`src/common/sch_params.svh`:
```
`ifndef SCH_PARAMS_SVH
`define SCH_PARAMS_SVH

// Channel bus width
`define SCH_CHAN_W          8
// Least trigger pulse width in ns
`define SCH_TRIG_MIN_NS     1000
// Typical trigger response time in ns
`define SCH_RESP_TYP_NS     60000
// Clock period in ns
`define SCH_CLK_NS          5
// Least pulse width in cycles, rounded up
`define SCH_TRIG_MIN_CYC    ((`SCH_TRIG_MIN_NS + `SCH_CLK_NS - 1) / `SCH_CLK_NS)
// Response time in cycles, rounded down
`define SCH_RESP_CYC        (`SCH_RESP_TYP_NS / `SCH_CLK_NS)
// Register offsets
`define SCH_OFS_CTRL        4'h0
`define SCH_OFS_STATUS      4'h1
`define SCH_OFS_IRQ_STAT    4'h2
`define SCH_OFS_IRQ_MASK    4'h3
// Control field positions
`define SCH_CTRL_MULTI_BIT  0
`define SCH_CTRL_MODE_LSB   1
`define SCH_CTRL_ANA_BIT    3
`define SCH_CTRL_CYC_BIT    4
// Interrupt bit positions
`define SCH_IRQ_TRIG_BIT    0
`define SCH_IRQ_ANA_BIT     1
`define SCH_IRQ_CYC_BIT     2
// Reset values
`define SCH_CTRL_RST        5'h00
`define SCH_MASK_RST        3'h0

`endif

```
`src/common/sch_pkg.sv`:
```
package sch_pkg;

  // Trigger source modes
  typedef enum logic [1:0]
  {
    SCH_TRIG_INT,
    SCH_TRIG_MAN,
    SCH_TRIG_PIN,
    SCH_TRIG_BUS
  } sch_mode_t;

  // Measurement progress
  typedef enum logic [1:0]
  {
    SCH_IDLE,
    SCH_ANALOG,
    SCH_FINISH
  } sch_state_t;

endpackage

```
`src/sch_sync.sv`:
```
`timescale 1ns/100ps
`include "sch_params.svh"

module sch_sync
  import sch_pkg::*;
(
  // Clock and reset
  input  wire logic                   clk,
  input  wire logic                   rstn,
  // Raw pins
  input  wire logic [`SCH_CHAN_W-1:0] chan_sel_n,
  input  wire logic                   chan_sel_valid_n,
  input  wire logic                   hw_trigger_in,
  // Synchronised levels and edge
  output logic      [`SCH_CHAN_W-1:0] chan_s,
  output logic                        valid_s,
  output logic                        trig_rise
);

  typedef struct packed
  {
    logic [`SCH_CHAN_W-1:0] ch1;
    logic [`SCH_CHAN_W-1:0] ch2;
    logic                   v1;
    logic                   v2;
    logic                   t1;
    logic                   t2;
    logic                   t3;
  } sch_sync_t;

  sch_sync_t s_q;
  sch_sync_t s_d;

  // Two stages per pin, a third on the trigger for the edge; idle pins read high for active-low lines
  always_comb
  begin
    s_d     = s_q;
    s_d.ch1 = chan_sel_n;
    s_d.ch2 = s_q.ch1;
    s_d.v1  = chan_sel_valid_n;
    s_d.v2  = s_q.v1;
    s_d.t1  = hw_trigger_in;
    s_d.t2  = s_q.t1;
    s_d.t3  = s_q.t2; // Edge detector reads only second stage onward
  end

  always_ff @(posedge clk or negedge rstn)
  begin
    if (!rstn)
      s_q <= '{ch1: 8'hFF, ch2: 8'hFF, v1: 1'b1, v2: 1'b1,
               t1: 1'b0, t2: 1'b0, t3: 1'b0};
    else
      s_q <= s_d;
  end

  // Decode: low line means bit value 1
  assign chan_s    = ~s_q.ch2; // RQ11 RQ1
  assign valid_s   = ~s_q.v2; // RQ10
  assign trig_rise = s_q.t2 & ~s_q.t3; // RQ14

endmodule

```
`src/sch_handshake.sv`:
```
// Decided for this implementation: the placing of the registers and strobed register access.
`timescale 1ns/100ps
`include "sch_params.svh"

// Overview of operation
// RQ1: The channel number arrives on eight lines, top line the MSB, bottom line the LSB.
// RQ2: A trigger taken while channel-valid is low loads the channel lines as active channel.
// RQ3: Analog-done goes low when the analog part of a triggered measurement is over.
// RQ4: The scanner may step to its next channel once analog-done is low.
// RQ5: The controller must not read results before cycle-done is low.
// RQ6: Cycle-done goes low when the whole measurement is over and its data is ready.
// RQ7: The trigger pin counts only in pin trigger mode and is ignored otherwise.
// RQ8: A measurement starts on a trigger rising edge; pulses last at least 1 us.
// RQ9: Both done outputs answer a trigger within a typical 60 us.
// RQ10: Every signal named with a leading slash is active low.
// RQ11: A channel line reads as 0 when high and 1 when low.
// RQ12: With multi-correction off the channel inputs are ignored and both outputs stay low.
// RQ13: The scanner drops valid, sets the channel, raises valid, then triggers.
// RQ14: All scanner inputs are synchronised and each trigger edge is counted once.
// RQ15: A new trigger raises both done outputs until their own completion event.

module sch_handshake
  import sch_pkg::*;
(
  // Clock and reset
  input  wire logic                   clk,
  input  wire logic                   rstn,
  // Scanner pins
  input  wire logic [`SCH_CHAN_W-1:0] chan_sel_n,
  input  wire logic                   chan_sel_valid_n,
  input  wire logic                   hw_trigger_in,
  output logic                        analog_done_n,
  output logic                        cycle_done_n,
  // Measurement core
  input  wire logic                   analog_end,
  input  wire logic                   cycle_end,
  output logic                        meas_start,
  output logic      [`SCH_CHAN_W-1:0] active_chan,
  // Register port
  input  wire logic [3:0]             reg_addr,
  input  wire logic [31:0]            reg_wdata,
  input  wire logic                   reg_wr,
  input  wire logic                   reg_rd,
  output logic      [31:0]            reg_rdata,
  output logic                        irq
);

  typedef struct packed
  {
    sch_state_t             st;
    logic [4:0]             ctrl;
    logic [2:0]             istat;
    logic [2:0]             imask;
    logic [`SCH_CHAN_W-1:0] chan;
    logic                   ana_n;
    logic                   cyc_n;
    logic                   start;
    logic [31:0]            rdata;
  } sch_regs_t;

  localparam logic [31:0] RESP_CYC = 32'(`SCH_RESP_CYC);

  sch_regs_t r_q;
  sch_regs_t r_d;

  logic [`SCH_CHAN_W-1:0] chan_s;
  logic                   valid_s;
  logic                   trig_rise;
  logic                   multi_on;
  logic                   pin_mode;
  logic                   trig_ok;
  logic                   ana_ev;
  logic                   cyc_ev;
  logic [31:0]            resp_cnt_q;

  // Bit mask helper for clear-on-one
  function automatic logic [2:0] sch_w1c(input logic [2:0] cur, input logic [2:0] set,
                                         input logic [2:0] clr);
    sch_w1c = (cur & ~clr) | set; // Set wins over clear
  endfunction

  ////////////////////////////////////////////////////////////////////////////////

  // Pin synchroniser and edge detector
  sch_sync u_sync
  (
    .clk              (clk),
    .rstn             (rstn),
    .chan_sel_n       (chan_sel_n),
    .chan_sel_valid_n (chan_sel_valid_n),
    .hw_trigger_in    (hw_trigger_in),
    .chan_s           (chan_s),
    .valid_s          (valid_s),
    .trig_rise        (trig_rise)
  );

  // Mode decode from control register
  assign multi_on = r_q.ctrl[`SCH_CTRL_MULTI_BIT];
  assign pin_mode = (sch_mode_t'(r_q.ctrl[`SCH_CTRL_MODE_LSB +: 2]) == SCH_TRIG_PIN); // RQ7
  assign trig_ok  = trig_rise & pin_mode; // RQ7 RQ8
  // Completion from the core, only while a measurement runs
  assign ana_ev   = (r_q.st == SCH_ANALOG) & analog_end;
  assign cyc_ev   = (r_q.st == SCH_FINISH) & cycle_end;

  ////////////////////////////////////////////////////////////////////////////////

  // Measurement sequence, registers and pins
  always_comb
  begin
    r_d       = r_q;
    r_d.start = 1'b0;
    r_d.rdata = 32'h0;
    case (r_q.st)
      SCH_IDLE:
      begin
        if (trig_ok)
        begin
          r_d.st    = SCH_ANALOG;
          r_d.start = 1'b1; // RQ8
          r_d.ana_n = 1'b1; // RQ15
          r_d.cyc_n = 1'b1; // RQ15
          // Channel taken only when valid and correction is on
          if (valid_s && multi_on)
            r_d.chan = chan_s; // RQ2 RQ13
        end
      end
      SCH_ANALOG:
      begin
        if (ana_ev)
        begin
          r_d.st    = SCH_FINISH;
          r_d.ana_n = 1'b0; // RQ3 RQ9
        end
      end
      SCH_FINISH:
      begin
        if (cyc_ev)
        begin
          r_d.st    = SCH_IDLE;
          r_d.cyc_n = 1'b0; // RQ6 RQ9
        end
      end
      default:
      begin
        r_d.st = SCH_IDLE;
      end
    endcase
    // Correction off: outputs pinned low
    if (!multi_on)
    begin
      r_d.ana_n = 1'b0; // RQ12
      r_d.cyc_n = 1'b0; // RQ12
    end
    // Register writes
    if (reg_wr)
    begin
      case (reg_addr)
        `SCH_OFS_CTRL:     r_d.ctrl  = reg_wdata[4:0];
        `SCH_OFS_IRQ_MASK: r_d.imask = reg_wdata[2:0];
        default:           r_d.ctrl  = r_d.ctrl;
      endcase
    end
    // Only a trigger taken from idle counts as accepted
    r_d.istat = sch_w1c(r_q.istat, {cyc_ev, ana_ev, trig_ok & (r_q.st == SCH_IDLE)},
                        (reg_wr && reg_addr == `SCH_OFS_IRQ_STAT) ? reg_wdata[2:0] : 3'h0);
    // Read data stands one cycle after the strobe
    if (reg_rd)
    begin
      case (reg_addr)
        `SCH_OFS_CTRL:     r_d.rdata = {27'h0, r_q.ctrl};
        `SCH_OFS_STATUS:   r_d.rdata = {20'h0, r_q.chan, r_q.st, r_q.cyc_n, r_q.ana_n};
        `SCH_OFS_IRQ_STAT: r_d.rdata = {29'h0, r_q.istat};
        `SCH_OFS_IRQ_MASK: r_d.rdata = {29'h0, r_q.imask};
        default:           r_d.rdata = 32'h0;
      endcase
    end
  end

  always_ff @(posedge clk or negedge rstn)
  begin
    if (!rstn)
      r_q <= '{st: SCH_IDLE, ctrl: `SCH_CTRL_RST, istat: 3'h0, imask: `SCH_MASK_RST,
               chan: 8'h00, ana_n: 1'b0, cyc_n: 1'b0, start: 1'b0, rdata: 32'h0};
    else
      r_q <= r_d;
  end

  // Outputs straight from flip-flops; irq is the OR of the masked flags
  assign analog_done_n = r_q.ana_n;
  assign cycle_done_n  = r_q.cyc_n;
  assign meas_start    = r_q.start;
  assign active_chan   = r_q.chan;
  assign reg_rdata     = r_q.rdata;
  assign irq           = |(r_q.istat & r_q.imask);

  ////////////////////////////////////////////////////////////////////////////////

  // Busy cycles since the last start, held in idle, checking only
  always_ff @(posedge clk or negedge rstn)
  begin
    if (!rstn)
      resp_cnt_q <= 32'h0;
    else if (r_q.start)
      resp_cnt_q <= 32'h0;
    else if (r_q.st != SCH_IDLE)
      resp_cnt_q <= resp_cnt_q + 32'h1;
  end
endmodule

```
`config.mk`:
```
export PLATFORM = sky130hd
export DESIGN_NAME = sch_handshake
export DESIGN_NICKNAME = d
export VERILOG_FILES = /design/src/common/sch_pkg.sv /design/src/sch_sync.sv /design/src/sch_handshake.sv
export VERILOG_INCLUDE_DIRS = /design/src /design/src/common
export SDC_FILE = /design/constraint.sdc
export NUM_CORES = 1
export LEC_CHECK = 0
export BUFFER_PORTS_ARGS = -buffer_cell sky130_fd_sc_hd__buf_2
export CAP_MARGIN = 20
export CORE_MARGIN = 5
export CORE_UTILIZATION = 30
export CTS_CLUSTER_DIAMETER = 60
export CTS_CLUSTER_SIZE = 12
export DETAILED_ROUTE_END_ITERATION = 10
export GPL_TIMING_DRIVEN = 0
export MAX_ROUTING_LAYER = met4
export PLACE_DENSITY = 0.5
export SETUP_SLACK_MARGIN = 0.4
export SYNTH_ARGS = -nofsm -noshare
export SYNTH_HDL_FRONTEND = slang
export SYNTH_SLANG_ARGS = --single-unit
```
`constraint.sdc`:
```
create_clock -name clk -period 2.9 [get_ports clk]
set_input_delay 0.435 -clock clk [delete_from_list [all_inputs] [get_ports clk]]
set_output_delay 0.435 -clock clk [all_outputs]
set_load 0.005 [all_outputs]
```
==> metrics <==
outcome=completed; min Tclk post-route=1.70 ns; asr flop ratio synth=100%; Row Count=32; hold_buf cts=0; largest family of logic cells by synthesized area=buffers and inverters; Mapped Cells=182; CTS H-tree lvls=3; final setup fails=0; Core ar.=7690 sq um; CTS tree=built; Ys Warns=0; initial antenna violation count=0; register area share after synthesis=61.6%; number of global-route vias before repair=1499; Compound-Gate Fraction of Synth Area=5.16%; Final Max Slew Viols=0; Longest Clk Path Bufs=2; cell type with the largest total area after synthesis=dfrtp_1; leakage=1.57 nW; WL/cell=11.8 um; critical path startpoint category=flop; DRC errors left=0; TritonCTS buffer count=9; peak supply drop=0.000395 V; gr ovfl total=0; Port Buffers=48; Adder-Cell Fraction of Synth Area=0%; vias=1399; Yosys reg bits=57; top-count cell post-synth=buf_4; First-pass DRT Iterations=4; Synth top cells by count=40 x buf_4, 39 x dfrtp_1, 18 x dfstp_2; RSZ-0062 raised after global routing=false; clock root cell=clkbuf_8; Syn Area/Cell=12.9 sq um; synthesized area=2350 sq um; Top Ports=96; final clock skew=0.00692 ns; multiplexer share of the synthesized area=8.93%; post-DR vias/cell=3.80; Post-CTS Resized=0; crit share post-route=58.6%; Synth Area in XOR/XNOR=0%; EDFF count, synth=0; Hold Vio Cnt, Final=0; crit path capture type=output port; gpl congestion=0.762; crit-path max FO=3; post-synth cell types=29; FMAX=588 MHz; total setup buffers inserted after CTS=0; HPWL Detailed=3.26 mm; Area Growth Syn to Fin=29.2%; CP startpoint=r_q[48]$_DFF_PN0_; Clock Latency Late Sink=0.33 ns; worst slew pin tran=0.544 ns; # fillers=789; Max Cap Viol=0; die height=98.6 um; normalized max-slew margin=63.6%; worst hold path type=input pin to async pin; R2R Path Start=r_q[55]$_DFFE_PN0P_; Arrival @ worst endpoint=1.27 ns; Top FF cell, synth=dfrtp_1; P per Cell Area=708 nW/um^2; gr usage total=10.3%; Worst-path clk slew=0.07 ns; Design Area, Final=3040 sq um; area share of and/or/nand/nor cells after synthesis=10.0%; Routed WL=4.34 mm; share of layout cells above drive strength 1=51.1%; initial detailed-routing violation count=57; TNS Setup=0 ns; die area=9720 sq um; remaining antenna violation count=0; Synth area leaders=dfrtp_1 41%, dfstp_2 20%, buf_4 13%, mux2i_1 5.1%, mux2_2 3.8%; NumNets Final=313; worst path required time=2.47 ns; critical path class=flop to output port; Post-DP Area=2810 sq um; Initial Util=30.6%; die width=98.6 um; Reg2Reg Depth=3; clock sinks=57; # diodes=0; Synth top area share=41.5%; first-pass GRT wire length=7.43 mm; largest net degree at the start of global routing=38
metrics by stage:
stage / instances / worst slack, ns / utilization, % / total power, mW / hold slack (ns)
global placement: 351 / 1.29 / 36.3 / 1.35 / 0.333
detailed placement: 352 / 1.23 / 36.6 / 1.35 / 0.338
finish: 368 / 1.20 / 39.6 / 2.15 / 0.0574
CTS: 368 / 1.16 / 39.6 / 2.19 / 0.0602
floorplan: 201 / 1.57 / - / 1.21 / 0.139
global route: 368 / 1.05 / 39.6 / 2.29 / 0.0918
final timing paths:
path | endpoint | slack [ns]
max in group asynchronous | u_sync.s_q[12]$_DFF_PN1_ | 2.21
worst max register to register | analog_done_n$_DFFE_PN0P_ | 1.28
worst max-delay path | irq | 1.20
worst min-delay path | r_q[43]$_DFFE_PN0P_ | 0.06
min in group clk | u_sync.s_d[11]$_DFF_PN1_ | 0.20
worst min register to register | u_sync.s_q[7]$_DFF_PN1_ | 0.35
sequential cells by signal, indices dropped and copies added, names as in the netlist:
| register | cells |
|---|---|
| analog_done_n | 1 |
| r_q | 12 |
| u_sync.s_q | 10 |
| active_chan | 8 |
| meas_start | 1 |
| reg_rdata | 12 |
| multi_on | 1 |
| u_sync.s_d | 11 |
| cycle_done_n | 1 |
power by group:
part	switching (mW)	internal (mW)	leakage [nW]
Combinational	0.142	0.199	0.772
Clock	0.316	0.508	0.105
Sequential	0.0782	0.913	0.697
Total	0.536	1.62	1.57
layer usage:
layer	vias up	track usage (%)	wire (um)	part of all wire, %
met5	-	-	0	0
met4	0	6.62	116	2.7
met3	7	3.40	259	6.0
met2	43	14.6	2060	47
met1	638	12.4	1910	44
li1	711	-	-	-
layout by cell type (no fill, tap or decap), types with 5 or more instances in the layout:
cell | Yosys | final
dfstp_2 | 18 | 18
nor2_1 | 5 | 5
conb_1 | 1 | 20
and2_1 | 7 | 7
buf_4 | 40 | 40
inv_1 | 6 | 6
nand2_1 | 6 | 6
mux2_2 | 8 | 8
mux2i_1 | 12 | 12
buf_2 | 2 | 50
o21ai_0 | 5 | 5
clkbuf_8 | 0 | 10
nand2b_1 | 5 | 5
dfrtp_1 | 39 | 39
final cells by class:
| type | instances | area [sq um] | share of cell area [%] |
|---|---|---|---|
| Inverter | 6 | 22.5 | 0.740 |
| Buffer | 42 | 310 | 10.2 |
| Tap cell | 102 | 128 | 4.20 |
| Timing Repair Buffer | 49 | 260 | 8.56 |
| Clock buffer | 10 | 138 | 4.52 |
| Sequential cell | 57 | 1450 | 47.6 |
| Clock inverter | 6 | 91.3 | 3.00 |
| Multi-Input combinational cell | 96 | 643 | 21.1 |
worst max-delay path, stage by stage, from the launching register on:
cell	delay, ns
dfrtp_1	0.40
a222oi_1	0.35
inv_1	0.06
buf_2	0.13
cells by family (layout without fill, tap and decap cells):
logic type	count (synthesis)	after routing
DFF	57	57
buffers and inverters	48	113
and+or+nand+nor	37	37
muxes	20	20
AOI/OAI and AO/OA	19	19
other	1	20
Note: power is estimated with default switching activity, not from simulation.
